`src/verilog/sdpd_pkg.sv`:
```
// sdpd_pkg: constants and types of the sdram power-down timing controller
// assumes hclk at 40 MHz also clocks the dram, so one dram clock is one hclk cycle
package sdpd_pkg;

    localparam int CLK_PERIOD_PS = 25000;
    localparam int CLK_PERIOD_NS = 25;

    localparam int XP_MIN_CK    = 4;
    localparam int XP_MIN_PS    = 6000;
    localparam int XP_CYC       = ((XP_MIN_PS + CLK_PERIOD_PS - 1) / CLK_PERIOD_PS > XP_MIN_CK)
                                ? (XP_MIN_PS + CLK_PERIOD_PS - 1) / CLK_PERIOD_PS : XP_MIN_CK;
    localparam int CKE_MIN_CK   = 3;
    localparam int CKE_MIN_PS   = 5000;
    localparam int CKE_CYC      = ((CKE_MIN_PS + CLK_PERIOD_PS - 1) / CLK_PERIOD_PS > CKE_MIN_CK)
                                ? (CKE_MIN_PS + CLK_PERIOD_PS - 1) / CLK_PERIOD_PS : CKE_MIN_CK;
    localparam int CAL_MIN_CK   = 3;
    localparam int CAL_MIN_PS   = 3748;
    localparam int CAL_CYC      = ((CAL_MIN_PS + CLK_PERIOD_PS - 1) / CLK_PERIOD_PS > CAL_MIN_CK)
                                ? (CAL_MIN_PS + CLK_PERIOD_PS - 1) / CLK_PERIOD_PS : CAL_MIN_CK;
    localparam int REFI_MAX_PS  = 7800000;
    localparam int REFI_CYC     = REFI_MAX_PS / CLK_PERIOD_PS;
    localparam int RES_MAX_REFI = 9;
    localparam int RES_MAX_CYC  = RES_MAX_REFI * REFI_CYC;
    localparam int CPDED_CYC    = 4;

    localparam int ACT_GAP      = 1;
    localparam int PRE_GAP_LO   = 1;
    localparam int PRE_GAP_HI   = 2;
    localparam int RD_POST      = 4;
    localparam int RD_PAD       = 1;
    localparam int WR_POST_BL8  = 4;
    localparam int WR_POST_BC4  = 2;
    localparam int WRA_PAD      = 1;

    localparam int GAP_W        = 10;
    localparam int RES_W        = 12;
    localparam int LAT_W        = 6;
    localparam int PL_W         = 4;

    localparam logic [7:0] CTRL_OFF   = 8'h00;
    localparam logic [7:0] TIMING_OFF = 8'h04;
    localparam logic [7:0] CMD_OFF    = 8'h08;
    localparam logic [7:0] STATUS_OFF = 8'h0C;

    localparam int CTRL_RL_LSB  = 0;
    localparam int CTRL_WL_LSB  = 8;
    localparam int CTRL_PL_LSB  = 16;
    localparam int CTRL_PAR_BIT = 24;
    localparam int CTRL_DLL_BIT = 25;
    localparam int CTRL_SPD_BIT = 26;
    localparam int CTRL_BC4_BIT = 27;
    localparam int TIM_WR_LSB   = 0;
    localparam int TIM_MOD_LSB  = 8;
    localparam int TIM_RFC_LSB  = 16;
    localparam int TIM_CAL_LSB  = 28;
    localparam int CMD_CODE_LSB = 0;
    localparam int CMD_ENTR_BIT = 8;
    localparam int CMD_EXIT_BIT = 9;
    localparam int ST_RDY_BIT   = 0;
    localparam int ST_SLP_BIT   = 1;
    localparam int ST_REF_BIT   = 3;
    localparam int ST_FSM_LSB   = 4;

    localparam logic [31:0] CTRL_RESET   = 32'h0000_090B;
    localparam logic [31:0] TIMING_RESET = 32'h300E_180F;

    typedef enum logic [3:0] {
        CMD_DESEL = 4'h0, CMD_ACT = 4'h1, CMD_PRE = 4'h2, CMD_PREA = 4'h3,
        CMD_REF   = 4'h4, CMD_MRS = 4'h5, CMD_RD  = 4'h6, CMD_RDA  = 4'h7,
        CMD_WR    = 4'h8, CMD_WRA = 4'h9
    } sdpd_cmd_type;

    typedef enum logic [1:0] {
        ST_IDLE  = 2'b00,
        ST_SLEEP = 2'b01,
        ST_WAKE  = 2'b11
    } sdpd_state_type;

endpackage

```
`src/verilog/sdpd_gap_if.sv`:
```
// sdpd_gap_if: load and expiry of one minimum-gap timer
// assumes the owner and the timer share hclk
`timescale 1ns/1ps
interface sdpd_gap_if #(parameter int W = 10);
    logic         load;
    logic [W-1:0] value;
    logic         zero;
    modport owner (output load, output value, input zero);
    modport timer (input load, input value, output zero);
endinterface

```
`src/verilog/sdpd_gap_timer.sv`:
```
// sdpd_gap_timer: down counter that keeps the longest pending gap
// assumes value is the gap in cycles minus one
`timescale 1ns/1ps
module sdpd_gap_timer (
    input wire logic  hclk,
    input wire logic  hresetn,
    sdpd_gap_if.timer gap
);
    localparam int W = $bits(gap.value);

    logic [W-1:0] count;
    logic [W-1:0] next_count;

    if (W < 2) begin : g_width_check
        $error("gap timer needs at least two bits");
    end

    always_comb begin
        next_count = (count != '0) ? count - 1'b1 : count;
        if (gap.load && gap.value > next_count) begin
            next_count = gap.value;
        end
    end

    always_ff @(posedge hclk or negedge hresetn) begin
        if (!hresetn) begin
            count <= '0;
        end else begin
            count <= next_count;
        end
    end

    assign gap.zero = (count == '0);
endmodule

```
`src/verilog/sdpd_residency.sv`:
```
// sdpd_residency: saturating count of cycles spent in power-down
// assumes run is a registered level that drops when the sleep ends
`timescale 1ns/1ps
module sdpd_residency #(
    parameter int W    = 12,
    parameter int MAXV = 2900
) (
    input  wire logic         hclk,
    input  wire logic         hresetn,
    input  wire logic         run,
    output logic [W-1:0]      count
);
    if (MAXV >= (1 << W) - 1) begin : g_width_check
        $error("residency counter too narrow for the longest sleep");
    end

    always_ff @(posedge hclk or negedge hresetn) begin
        if (!hresetn) begin
            count <= '0;
        end else if (!run) begin
            count <= '0;
        end else if (count != '1) begin
            count <= count + 1'b1;
        end
    end
endmodule

```
`src/verilog/sdpd_ctrl.sv`:
```
// sdpd_ctrl: ahb-lite controlled driver of sdram command and clock-enable pins
// assumes one ahb-lite master, dram clocked by hclk, pins registered here
`timescale 1ns/1ps
module sdpd_ctrl (
    input  wire logic        hclk,
    input  wire logic        hresetn,
    input  wire logic        hsel,
    input  wire logic [31:0] haddr,
    input  wire logic [1:0]  htrans,
    input  wire logic        hwrite,
    input  wire logic [2:0]  hsize,
    input  wire logic [31:0] hwdata,
    input  wire logic        hready,
    output logic      [31:0] hrdata,
    output logic             hreadyout,
    output logic             hresp,
    output logic             dram_cke,
    output logic      [3:0]  dram_cmd
);
    localparam int GW = sdpd_pkg::GAP_W;
    localparam int RW = sdpd_pkg::RES_W;

    logic [31:0]                ctrl;
    logic [31:0]                timing;
    logic                       refused;
    logic                       dph_wr;
    logic [7:0]                 dph_addr;
    sdpd_pkg::sdpd_state_type   state;
    sdpd_pkg::sdpd_cmd_type     code;
    logic [sdpd_pkg::LAT_W-1:0] rl;
    logic [sdpd_pkg::LAT_W-1:0] wl;
    logic [sdpd_pkg::LAT_W-1:0] wl_eff;
    logic [sdpd_pkg::PL_W-1:0]  pl;
    logic [7:0]                 wr_ns;
    logic [7:0]                 mod_cyc;
    logic [9:0]                 rfc_cyc;
    logic [GW-1:0]              wr_cyc;
    logic [GW-1:0]              post;
    logic [GW-1:0]              rd_gap;
    logic [GW-1:0]              wr_gap;
    logic [GW-1:0]              wra_gap;
    logic [GW-1:0]              pre_gap;
    logic [GW-1:0]              mod_gap;
    logic [GW-1:0]              rfc_gap;
    logic [GW-1:0]              xp_gap;
    logic [GW-1:0]              cmd_gap;
    logic [RW-1:0]              res_count;
    logic [RW-1:0]              res_min;
    logic [RW-1:0]              res_max;
    logic                       wr_ctrl;
    logic                       wr_timing;
    logic                       wr_cmd;
    logic                       wr_status;
    logic                       cmd_ok;
    logic                       enter_ok;
    logic                       leave;
    logic                       refuse_now;
    logic                       par_en;
    logic                       dll_off;
    logic                       speed_hi;
    logic                       chop;
    logic [GW-1:0]              cmd_age;
    logic [GW-1:0]              cmd_need;
    logic [GW-1:0]              wake_age;
    logic [GW-1:0]              wake_need;

    sdpd_gap_if #(.W(GW)) pde_if ();
    sdpd_gap_if #(.W(GW)) blk_if ();
    sdpd_gap_if #(.W(GW)) hold_if ();
    sdpd_gap_if #(.W(GW)) xp_if ();

    sdpd_gap_timer u_pde (.hclk(hclk), .hresetn(hresetn), .gap(pde_if.timer));
    sdpd_gap_timer u_blk (.hclk(hclk), .hresetn(hresetn), .gap(blk_if.timer));
    sdpd_gap_timer u_hold (.hclk(hclk), .hresetn(hresetn), .gap(hold_if.timer));
    sdpd_gap_timer u_xp (.hclk(hclk), .hresetn(hresetn), .gap(xp_if.timer));

    sdpd_residency #(
        .W    (RW),
        .MAXV (sdpd_pkg::RES_MAX_CYC + (1 << sdpd_pkg::LAT_W))
    ) u_res (
        .hclk    (hclk),
        .hresetn (hresetn),
        .run     (state == sdpd_pkg::ST_SLEEP),
        .count   (res_count)
    );

    // ahb-lite slave, zero wait states
    always_ff @(posedge hclk or negedge hresetn) begin
        if (!hresetn) begin
            dph_wr <= 1'b0;
            dph_addr <= 8'h00;
            hreadyout <= 1'b0;
            hresp <= 1'b0;
        end else begin
            dph_wr <= hsel && htrans[1] && hready && hwrite;
            dph_addr <= haddr[7:0];
            hreadyout <= 1'b1;
            hresp <= 1'b0;
        end
    end

    always_ff @(posedge hclk or negedge hresetn) begin
        if (!hresetn) begin
            hrdata <= 32'h0000_0000;
        end else if (hsel && htrans[1] && hready && !hwrite) begin
            case (haddr[7:0])
                sdpd_pkg::CTRL_OFF: hrdata <= ctrl;
                sdpd_pkg::TIMING_OFF: hrdata <= timing;
                sdpd_pkg::STATUS_OFF: begin
                    hrdata <= 32'h0000_0000;
                    hrdata[sdpd_pkg::ST_RDY_BIT] <= state == sdpd_pkg::ST_IDLE && blk_if.zero;
                    hrdata[sdpd_pkg::ST_SLP_BIT] <= !dram_cke;
                    hrdata[sdpd_pkg::ST_REF_BIT] <= refused;
                    hrdata[sdpd_pkg::ST_FSM_LSB +: 2] <= state;
                end
                default: hrdata <= 32'h0000_0000;
            endcase
        end
    end

    assign wr_ctrl   = dph_wr && dph_addr == sdpd_pkg::CTRL_OFF;
    assign wr_timing = dph_wr && dph_addr == sdpd_pkg::TIMING_OFF;
    assign wr_cmd    = dph_wr && dph_addr == sdpd_pkg::CMD_OFF;
    assign wr_status = dph_wr && dph_addr == sdpd_pkg::STATUS_OFF;

    always_ff @(posedge hclk or negedge hresetn) begin
        if (!hresetn) begin
            ctrl <= sdpd_pkg::CTRL_RESET;
            timing <= sdpd_pkg::TIMING_RESET;
        end else begin
            if (wr_ctrl) begin
                ctrl <= hwdata;
            end
            if (wr_timing && hwdata[sdpd_pkg::TIM_CAL_LSB +: 4] >= 4'(sdpd_pkg::CAL_CYC)) begin
                timing <= hwdata;
            end
        end
    end

    // field decode
    assign rl       = ctrl[sdpd_pkg::CTRL_RL_LSB +: sdpd_pkg::LAT_W];
    assign wl       = ctrl[sdpd_pkg::CTRL_WL_LSB +: sdpd_pkg::LAT_W];
    assign pl       = ctrl[sdpd_pkg::CTRL_PL_LSB +: sdpd_pkg::PL_W];
    assign par_en   = ctrl[sdpd_pkg::CTRL_PAR_BIT];
    assign dll_off  = ctrl[sdpd_pkg::CTRL_DLL_BIT];
    assign speed_hi = ctrl[sdpd_pkg::CTRL_SPD_BIT];
    assign chop     = ctrl[sdpd_pkg::CTRL_BC4_BIT];
    assign wr_ns    = timing[sdpd_pkg::TIM_WR_LSB +: 8];
    assign mod_cyc  = timing[sdpd_pkg::TIM_MOD_LSB +: 8];
    assign rfc_cyc  = timing[sdpd_pkg::TIM_RFC_LSB +: 10];
    assign code     = sdpd_pkg::sdpd_cmd_type'(hwdata[sdpd_pkg::CMD_CODE_LSB +: 4]);
    assign wl_eff   = (wl == '0) ? sdpd_pkg::LAT_W'(1) : wl;

    // gap figures in clocks
    assign wr_cyc  = GW'((GW'(wr_ns) + GW'(sdpd_pkg::CLK_PERIOD_NS - 1))
                   / GW'(sdpd_pkg::CLK_PERIOD_NS));
    assign post    = chop ? GW'(sdpd_pkg::WR_POST_BC4) : GW'(sdpd_pkg::WR_POST_BL8);
    assign rd_gap  = GW'(rl) + GW'(sdpd_pkg::RD_POST + sdpd_pkg::RD_PAD);
    assign wr_gap  = GW'(wl) + post + wr_cyc;
    assign wra_gap = GW'(wl) + post + wr_cyc + GW'(sdpd_pkg::WRA_PAD);
    assign pre_gap = speed_hi ? GW'(sdpd_pkg::PRE_GAP_HI) : GW'(sdpd_pkg::PRE_GAP_LO);
    assign mod_gap = (mod_cyc == 8'h00) ? GW'(1) : GW'(mod_cyc);
    assign rfc_gap = ((rfc_cyc == 10'h000) ? GW'(1) : GW'(rfc_cyc))
                   + ((par_en && dll_off) ? GW'(pl) : GW'(0));
    assign xp_gap  = GW'(sdpd_pkg::XP_CYC) + (par_en ? GW'(pl) : GW'(0));
    assign res_min = RW'(sdpd_pkg::CKE_CYC) + RW'(wl_eff) - RW'(1);
    assign res_max = RW'(sdpd_pkg::RES_MAX_CYC) + RW'(wl_eff) - RW'(1);

    always_comb begin
        case (code)
            sdpd_pkg::CMD_ACT: cmd_gap = GW'(sdpd_pkg::ACT_GAP);
            sdpd_pkg::CMD_PRE, sdpd_pkg::CMD_PREA, sdpd_pkg::CMD_REF: cmd_gap = pre_gap;
            sdpd_pkg::CMD_MRS: cmd_gap = mod_gap;
            sdpd_pkg::CMD_RD, sdpd_pkg::CMD_RDA: cmd_gap = rd_gap;
            sdpd_pkg::CMD_WR: cmd_gap = wr_gap;
            sdpd_pkg::CMD_WRA: cmd_gap = wra_gap;
            default: cmd_gap = GW'(1);
        endcase
    end

    // request arbitration
    assign cmd_ok   = wr_cmd && code != sdpd_pkg::CMD_DESEL && state == sdpd_pkg::ST_IDLE
                    && blk_if.zero;
    assign enter_ok = wr_cmd && code == sdpd_pkg::CMD_DESEL && hwdata[sdpd_pkg::CMD_ENTR_BIT]
                    && state == sdpd_pkg::ST_IDLE && pde_if.zero && hold_if.zero
                    && blk_if.zero;
    assign leave    = state == sdpd_pkg::ST_SLEEP && hold_if.zero
                    && ((wr_cmd && hwdata[sdpd_pkg::CMD_EXIT_BIT] && res_count >= res_min)
                    || res_count >= res_max - RW'(1));
    assign refuse_now = wr_cmd && !cmd_ok && !enter_ok && !leave
                      && (code != sdpd_pkg::CMD_DESEL || hwdata[sdpd_pkg::CMD_ENTR_BIT]
                      || hwdata[sdpd_pkg::CMD_EXIT_BIT]);

    assign pde_if.load   = cmd_ok;
    assign pde_if.value  = cmd_gap - GW'(1);
    assign blk_if.load   = cmd_ok && code == sdpd_pkg::CMD_REF;
    assign blk_if.value  = rfc_gap - GW'(1);
    assign hold_if.load  = enter_ok || leave;
    assign hold_if.value = GW'(sdpd_pkg::CKE_CYC - 1);
    assign xp_if.load    = leave;
    assign xp_if.value   = xp_gap - GW'(1);

    always_ff @(posedge hclk or negedge hresetn) begin
        if (!hresetn) begin
            state <= sdpd_pkg::ST_IDLE;
        end else begin
            case (state)
                sdpd_pkg::ST_IDLE: if (enter_ok) state <= sdpd_pkg::ST_SLEEP;
                sdpd_pkg::ST_SLEEP: if (leave) state <= sdpd_pkg::ST_WAKE;
                sdpd_pkg::ST_WAKE: if (xp_if.zero) state <= sdpd_pkg::ST_IDLE;
                default: state <= sdpd_pkg::ST_IDLE;
            endcase
        end
    end

    // dram pins
    always_ff @(posedge hclk or negedge hresetn) begin
        if (!hresetn) begin
            dram_cke <= 1'b1;
        end else if (enter_ok) begin
            dram_cke <= 1'b0;
        end else if (leave) begin
            dram_cke <= 1'b1;
        end
    end

    always_ff @(posedge hclk or negedge hresetn) begin
        if (!hresetn) begin
            dram_cmd <= sdpd_pkg::CMD_DESEL;
        end else begin
            dram_cmd <= cmd_ok ? code : sdpd_pkg::CMD_DESEL;
        end
    end

    always_ff @(posedge hclk or negedge hresetn) begin
        if (!hresetn) begin
            refused <= 1'b0;
        end else if (refuse_now) begin
            refused <= 1'b1;
        end else if (wr_status && hwdata[sdpd_pkg::ST_REF_BIT]) begin
            refused <= 1'b0;
        end
    end

    // cycles since the last command, and the gap that it asked for
    always_ff @(posedge hclk or negedge hresetn) begin
        if (!hresetn) begin
            cmd_age <= '1;
            cmd_need <= '0;
        end else if (cmd_ok) begin
            cmd_age <= '0;
            cmd_need <= cmd_gap;
        end else if (cmd_age != '1) begin
            cmd_age <= cmd_age + 1'b1;
        end
    end

    // cycles since the last exit, and the exit delay in force then
    always_ff @(posedge hclk or negedge hresetn) begin
        if (!hresetn) begin
            wake_age <= '1;
            wake_need <= '0;
        end else if (leave) begin
            wake_age <= '0;
            wake_need <= xp_gap;
        end else if (wake_age != '1) begin
            wake_age <= wake_age + 1'b1;
        end
    end
endmodule

```
`config.mk`:
```
export PLATFORM = sky130hd
export DESIGN_NAME = sdpd_ctrl
export DESIGN_NICKNAME = d
export VERILOG_FILES = /design/src/verilog/sdpd_pkg.sv /design/src/verilog/sdpd_gap_if.sv /design/src/verilog/sdpd_gap_timer.sv /design/src/verilog/sdpd_residency.sv /design/src/verilog/sdpd_ctrl.sv
export SDC_FILE = /design/constraint.sdc
export NUM_CORES = 1
export LEC_CHECK = 0
export BUFFER_PORTS_ARGS = -buffer_cell sky130_fd_sc_hd__buf_4
export CAP_MARGIN = 40
export CORE_MARGIN = 3
export CORE_UTILIZATION = 56
export CTS_BUF_LIST = sky130_fd_sc_hd__clkbuf_2
export DETAILED_ROUTE_END_ITERATION = 12
export GPL_ROUTABILITY_DRIVEN = 0
export MAX_ROUTING_LAYER = met4
export PLACE_DENSITY = 0.8
export SYNTH_ARGS = -nofsm -noshare
export SYNTH_HDL_FRONTEND = slang
export SYNTH_SLANG_ARGS = --single-unit
```
`constraint.sdc`:
```
create_clock -name hclk -period 7.7 [get_ports hclk]
set_input_delay 0.385 -clock hclk [delete_from_list [all_inputs] [get_ports hclk]]
set_output_delay 0.385 -clock hclk [all_outputs]
set_load 0.01 [all_outputs]
```
-- Word-level counts from Yosys, hierarchy flattened
Index checks and enable logic that the tools add are counted.
- reduce and logical (&&, ||, !) cells: 64
- $lt $le $gt $ge: 7
- multiplexer cells: 28
- $add $sub $neg: 20
- divide/modulo/power cells: 1
- eq/ne operators: 20
- operator list (kind ; count):
    one-hot mux 32 bit (3 select lines) ; 1
    2-to-1 mux 10 bit ; 9
    subtractor 10 x 1 -> 10 bit, second input constant ; 6
    zero test 10 bit ; 5
    one-hot mux 10 bit (5 select lines) ; 1
    nonzero test 10 bit ; 4
    logical AND 1 bit ; 34
    > comparator 10 bit ; 3
    equality test 8 x 4 -> 1 bit, second input constant ; 3
    >= comparator 12 bit ; 2
    zero test 8 bit ; 3
    2-to-1 mux 12 bit ; 2
    subtractor 12 x 1 -> 12 bit, second input constant ; 2
    equality test 4 x 3 -> 1 bit, second input constant ; 4
    equality test 8 x 3 -> 1 bit, second input constant ; 2
    adder 12 x 1 -> 12 bit, second input constant ; 1
    adder 12 x 6 -> 12 bit, first input constant ; 1
    2-to-1 mux 4 bit ; 3
    inequality test 12 bit, second input constant ; 1
    adder 10 x 1 -> 10 bit, second input constant ; 1
    adder 10 x 4 -> 10 bit ; 1
    adder 7 x 10 -> 10 bit ; 1
    divider 10 x 5 -> 10 bit, second input constant ; 1
    > comparator 2 x 10 -> 1 bit, first input constant ; 1
    other kinds (30) ; 48
- bits of input ports: 74
- flip-flop bits (word level): 166
- output and inout port bits: 39
- logic and storage cells: 155

-- Depth between registers and ports, before layout
- depth in word-level cells: 13
- mapped depth: 46
- mapped depth without buffers: 43

-- Hierarchy
From an unflattened synthesis, not the netlist that was laid out.
- cell total of the unflattened synthesis: 1195
- area, all modules: 11476.0 um^2
- by module, submodules not included (module ; cells an instance ; area each (um^2) ; instances):
    sdpd_ctrl ; 742 ; 7325.8 ; 1
    sdpd_gap_timer ; 95 ; 858.3 ; 4
    sdpd_residency ; 73 ; 716.9 ; 1

-- Worst setup path before layout
Ideal clock, no wire load.
- kind: reg-to-reg
- start point: reg timing[3]
- end point: reg u_pde.count[7]
- library setup time: 119 ps
- setup slack: -390 ps
- path buffers: 1
- stages on the path, launching flop included: 43
- data arrival time: 7972 ps
- cells stage by stage: dfstp_2 -> inv_1 -> ha_1 -> or4b_1 -> o311a_1 -> o221ai_2 -> nor3_1 -> o31a_1 -> xnor2_1 -> ha_1 -> inv_1 -> o21ai_0 -> a211oi_1 -> a211oi_1 -> a21boi_1 -> o21ai_1 -> mux2_2 -> o32ai_1 -> [7 not listed] -> nand2_1 -> o21ai_0 -> a21oi_1 -> and3_1 -> nand3_1 -> xor2_1 -> ha_1 -> and3_1 -> nand3_1 -> nor2_1 -> nor2_1 -> a21boi_0 -> o21ai_0 -> nand2b_1 -> a21oi_1 -> or4b_4 -> buf_6 -> o21a_1
- longest elaborated chain between the ends: 9
- ends and longest elaborated chain (item ; RTL line ; RTL):
    start, declared ; sdpd_ctrl.sv:24 ; logic [31:0] timing;
    start signal, assigned ; sdpd_ctrl.sv:129 ; timing <= sdpd_pkg::TIMING_RESET;
    start signal, assigned ; sdpd_ctrl.sv:135 ; timing <= hwdata;
    adder 8 x 5 -> 9 bit (*) ; sdpd_ctrl.sv:155 ; assign wr_cyc = GW'((GW'(wr_ns) + GW'(sdpd_pkg::CLK_PERIOD_NS - 1))
    divider 10 x 5 -> 10 bit (*) ; sdpd_ctrl.sv:156 ; / GW'(sdpd_pkg::CLK_PERIOD_NS));
    adder 7 x 10 -> 10 bit (*) ; sdpd_ctrl.sv:159, sdpd_ctrl.sv:160 ;
    adder 10 x 1 -> 10 bit ; sdpd_ctrl.sv:160 ; assign wra_gap = GW'(wl) + post + wr_cyc + GW'(sdpd_pkg::WRA_PAD);
    one-hot mux 10 bit (5 select lines) (*) ; sdpd_ctrl.sv:170 ; case (code)
    subtractor 10 x 1 -> 10 bit (*) ; sdpd_ctrl.sv:195 ; assign pde_if.value = cmd_gap - GW'(1);
    > comparator 10 bit ; sdpd_gap_timer.sv:20 ; if (gap.load && gap.value > next_count) begin
    logical AND 1 bit ; sdpd_gap_timer.sv:20 ;
    2-to-1 mux 10 bit (*) ; sdpd_gap_timer.sv:20 ;
    via u_pde.next_count[7] ; sdpd_gap_timer.sv:12 ; logic [W-1:0] next_count;
    end signal, assigned ; sdpd_gap_timer.sv:29 ; count <= next_count;
    end, declared ; sdpd_gap_timer.sv:11 ; logic [W-1:0] count;
The timed path passes the listed nets; every way through them passes the cells marked *.
A chain may end at the register's enable or synchronous reset.

-- Worst setup path after layout
Same ends and word-level chain as after synthesis.

==> flow_metrics.env <==
export IMPL_critPathSlowestCell="dfstp_2"
export IMPL_clk_latency_ns=0.77
export IMPL_fin_skew_ns=0.0290
export IMPL_synthTopCellsByArea="dfrtp_1 (35%), ha_1 (9.0%), mux2_2 (5.6%)"
export IMPL_p_leak_nw=6.29
export IMPL_cts_sinks=166
export IMPL_portBuffers=83
export IMPL_setup_slack_ns=-0.0528
export IMPL_wl_per_cell_um=17.3
export IMPL_setup_viol=7
export IMPL_critPathMaxStageDelay_ns=0.60
export IMPL_coreArea_um2=18300
export IMPL_grt_first_pass_wirelength_um=43700
export IMPL_rows=49
export IMPL_grt_max_degree=69
export IMPL_regArea_um2=4180
export IMPL_synth_top_area_cell="dfrtp_1"
export IMPL_status="finished with violations"
export IMPL_cap_violations=0
export IMPL_syn_num_nets=1291
export IMPL_vdd_drop_max_mv=0.122
export IMPL_path_class="register to register"
export IMPL_n_antenna_cell=0
export IMPL_netlist_area_leader_share_pct=34.9
export IMPL_comb_power_share_pct=12.5
export IMPL_die_h_um=144
export IMPL_root_buffer="clkbuf_2"
export IMPL_p_sw_share_pct=26.9
export IMPL_fin_crit_sh_pct=101
export IMPL_violations="negative setup slack"
export IMPL_synth_common_cells="dfrtp_1 (149), nand2_1 (123), nor2_1 (80), inv_1 (79), ha_1 (77)"
export IMPL_async_flop_share_pct=100
export IMPL_p_switching_w=0.000425
export IMPL_grt_pass1_vias=8974
export IMPL_ys_warn_count=0
export IMPL_hpwlAfterDp_um=19100
export IMPL_syn2layout_area_growth_pct=20.9
export IMPL_cp_start_kind="register"
export IMPL_ys_ff_latch=166
export IMPL_cp_required_ns=8.37
export IMPL_grt_overflow_total=0
export IMPL_drt_pass1_iter_count=5
export IMPL_p_seq_share_pct=56.1
export IMPL_cts_path_max_buffers=2
export IMPL_routed_wl_um=26600
export IMPL_rsz0062_at_grt="true"
export IMPL_cts_buffers_inserted=17
export IMPL_fp_dieW_um=144
export IMPL_antenna_found_initial=0
export IMPL_yosysMostFrequentCell="dfrtp_1"
export IMPL_fillers=1355
export IMPL_synth_cells=1136
export IMPL_clk_pin_slew_ns=0.23
export IMPL_drive_gt1_share_pct=24.5
export IMPL_fin_nets=1451
export IMPL_initial_core_util_pct=58.3
export IMPL_viasPerCell=5.86
export IMPL_multi_input_area_um2=6340
export IMPL_synth_edf_count=0
export IMPL_ys_types=83
export IMPL_synth_flop_cell="dfrtp_1"
export IMPL_rr_worst_depth=42
export IMPL_dpl_instance_area_um2=11900
export IMPL_rrSetupSlack_ns=-0.05
export IMPL_io_pins=113
export IMPL_drt_iter0_drc=605
export IMPL_antenna_left=0
export IMPL_hold_viol_final=0
export IMPL_p_int_w=0.00115
export IMPL_netlist_area_um2=10700
export IMPL_synth_avg_cell_area_um2=9.41
export IMPL_fin_area_um2=12900
export IMPL_drcViolationCount=0
export IMPL_finalMaxSlewViolations=0
export IMPL_min_period_ns=7.75
export IMPL_cts_max_level=4
export IMPL_grt_usage_pct=27.0
export IMPL_critPathMaxFanout=6
export IMPL_dieArea_um2=20800
export IMPL_cp_arrival_ns=8.43
export IMPL_pwr_density_cell_nw_per_um2=122
export IMPL_power_share_clock_pct=31.4
export IMPL_dr_total_vias=9010
export IMPL_dpl_worst_slack_ns=-0.171
export IMPL_end_kind="register"
export IMPL_yosysSeqAreaShare_pct=39.0
export IMPL_tightest_slew_ns=0.842
export IMPL_slew_headroom_pct=43.4
export IMPL_cts_tree="yes"
export IMPL_fmaxAchievable_ghz=0.129
export IMPL_hp_class="primary input to async pin"
-- final timing paths --
kind / start / endpoint
min reg2reg: hrdata[17] / hrdata[17]
min: hresetn / u_hold.count[4]
max in group asynchronous: hresetn / timing[3]
min in group hclk: haddr[6] / dph_addr[6]
max: timing[3] / u_pde.count[7]
max reg2reg: timing[3] / u_pde.count[7]
-- registers in the layout, summed over array words and instances (netlist names), 2 cells and up --
signal,flops
u_pde.count,10
u_hold.count,10
state,2
u_blk.count,10
dram_cmd,4
hrdata,32
u_xp.count,10
u_res.count,12
dph_addr,8
ctrl,32
timing,32
-- placed cells by master (no fill, tap or decap), types with 19 or more instances in the layout --
cell type and instances:
mux2i_1 43, nor2_1 73, nand3_1 19, o31ai_1 31, nor3_1 19, dfrtp_1 149
o21ai_0 53, dlygate4sd3_1 43, ha_1 71, mux2_2 51, a21o_1 23, nand2b_1 20
xor2_1 30, inv_1 72, buf_4 139, nand2_1 123, a21oi_1 42, xnor2_1 34
-- worst max-delay path, delay by kind of cell, from the launching register on --
family | cells | cell delay [ns]
xor gates and xnor gates | 3 | 0.49
buffers and inverters | 5 | 0.34
and+or+nand+nor | 9 | 1.72
DFF | 1 | 0.60
adders and majority gates | 6 | 1.34
AOI/OAI and AO/OA | 18 | 2.86
muxes | 1 | 0.32
-- area by class of cell --
| cell class | count | area share, % |
|---|---|---|
| flip-flops and latches | 166 | 32.3 |
| repair buffers | 189 | 12.2 |
| well taps | 229 | 2.22 |
| multi-input cells | 843 | 49.0 |
| clock buffers | 18 | 0.697 |
| inverters | 79 | 2.33 |
| clock inverters | 14 | 1.23 |
-- what timing repair did --
| item | 4_1_cts | 5_1_grt |
|---|---|---|
| hold endpoints to repair | 172 | 0 |
| hold buffers | 43 | 0 |
| cloned | 1 | 0 |
| pin swaps | 29 | 23 |
| resized for setup | 24 | 27 |
| setup endpoints to repair | 10 | 10 |
| buffers inserted | 11 | 6 |
-- power groups by stage --
| stage | Clock (W) | Combinational [W] | Sequential, W |
|---|---|---|---|
| floorplan | 0 | 0.0000917 | 0.000899 |
| global placement | 0 | 0.000157 | 0.000900 |
| detailed placement | 0 | 0.000165 | 0.000901 |
| CTS | 0.000502 | 0.000190 | 0.000886 |
| global route | 0.000539 | 0.000216 | 0.000888 |
| finish | 0.000496 | 0.000197 | 0.000886 |
-- layer usage --
| metal | wire, um | vias to the layer above | track usage (%) |
|---|---|---|---|
| met3 | 1360 | 56 | 4.56 |
| met2 | 12900 | 279 | 44.5 |
| met5 | 0 | - | - |
| li1 | - | 4313 | - |
| met1 | 11700 | 4362 | 34.4 |
| met4 | 668 | 0 | 8.05 |
-- logic make-up after synthesis --
kind of cell               synth area share (%)
buffers and inverters                      4.82
DFF                                        39.0
and+or+nand+nor                            17.6
muxes                                      9.61
AOI/OAI and AO/OA                          13.3
xor gates and xnor gates                   5.73
adders and majority gates                  9.85
other                                    0.0702
-- through the flow --
step / total power, W / utilization, % / std cells / setup TNS, ns / hold WS (ns)
2_1_floorplan: 0.000991 / - / 1136 / 0 / 0.0894
3_3_place_gp: 0.00106 / 64.5 / 1441 / 0 / 0.463
3_5_place_dp: 0.00107 / 64.9 / 1445 / -1.19 / 0.341
4_1_cts: 0.00158 / 69.7 / 1532 / 0 / 0.0332
5_1_grt: 0.00164 / 70.5 / 1538 / -3.85 / 0.0416
6_report: 0.00158 / 70.5 / 1538 / -0.205 / 0.0718
(Power assumes the default switching activity.)
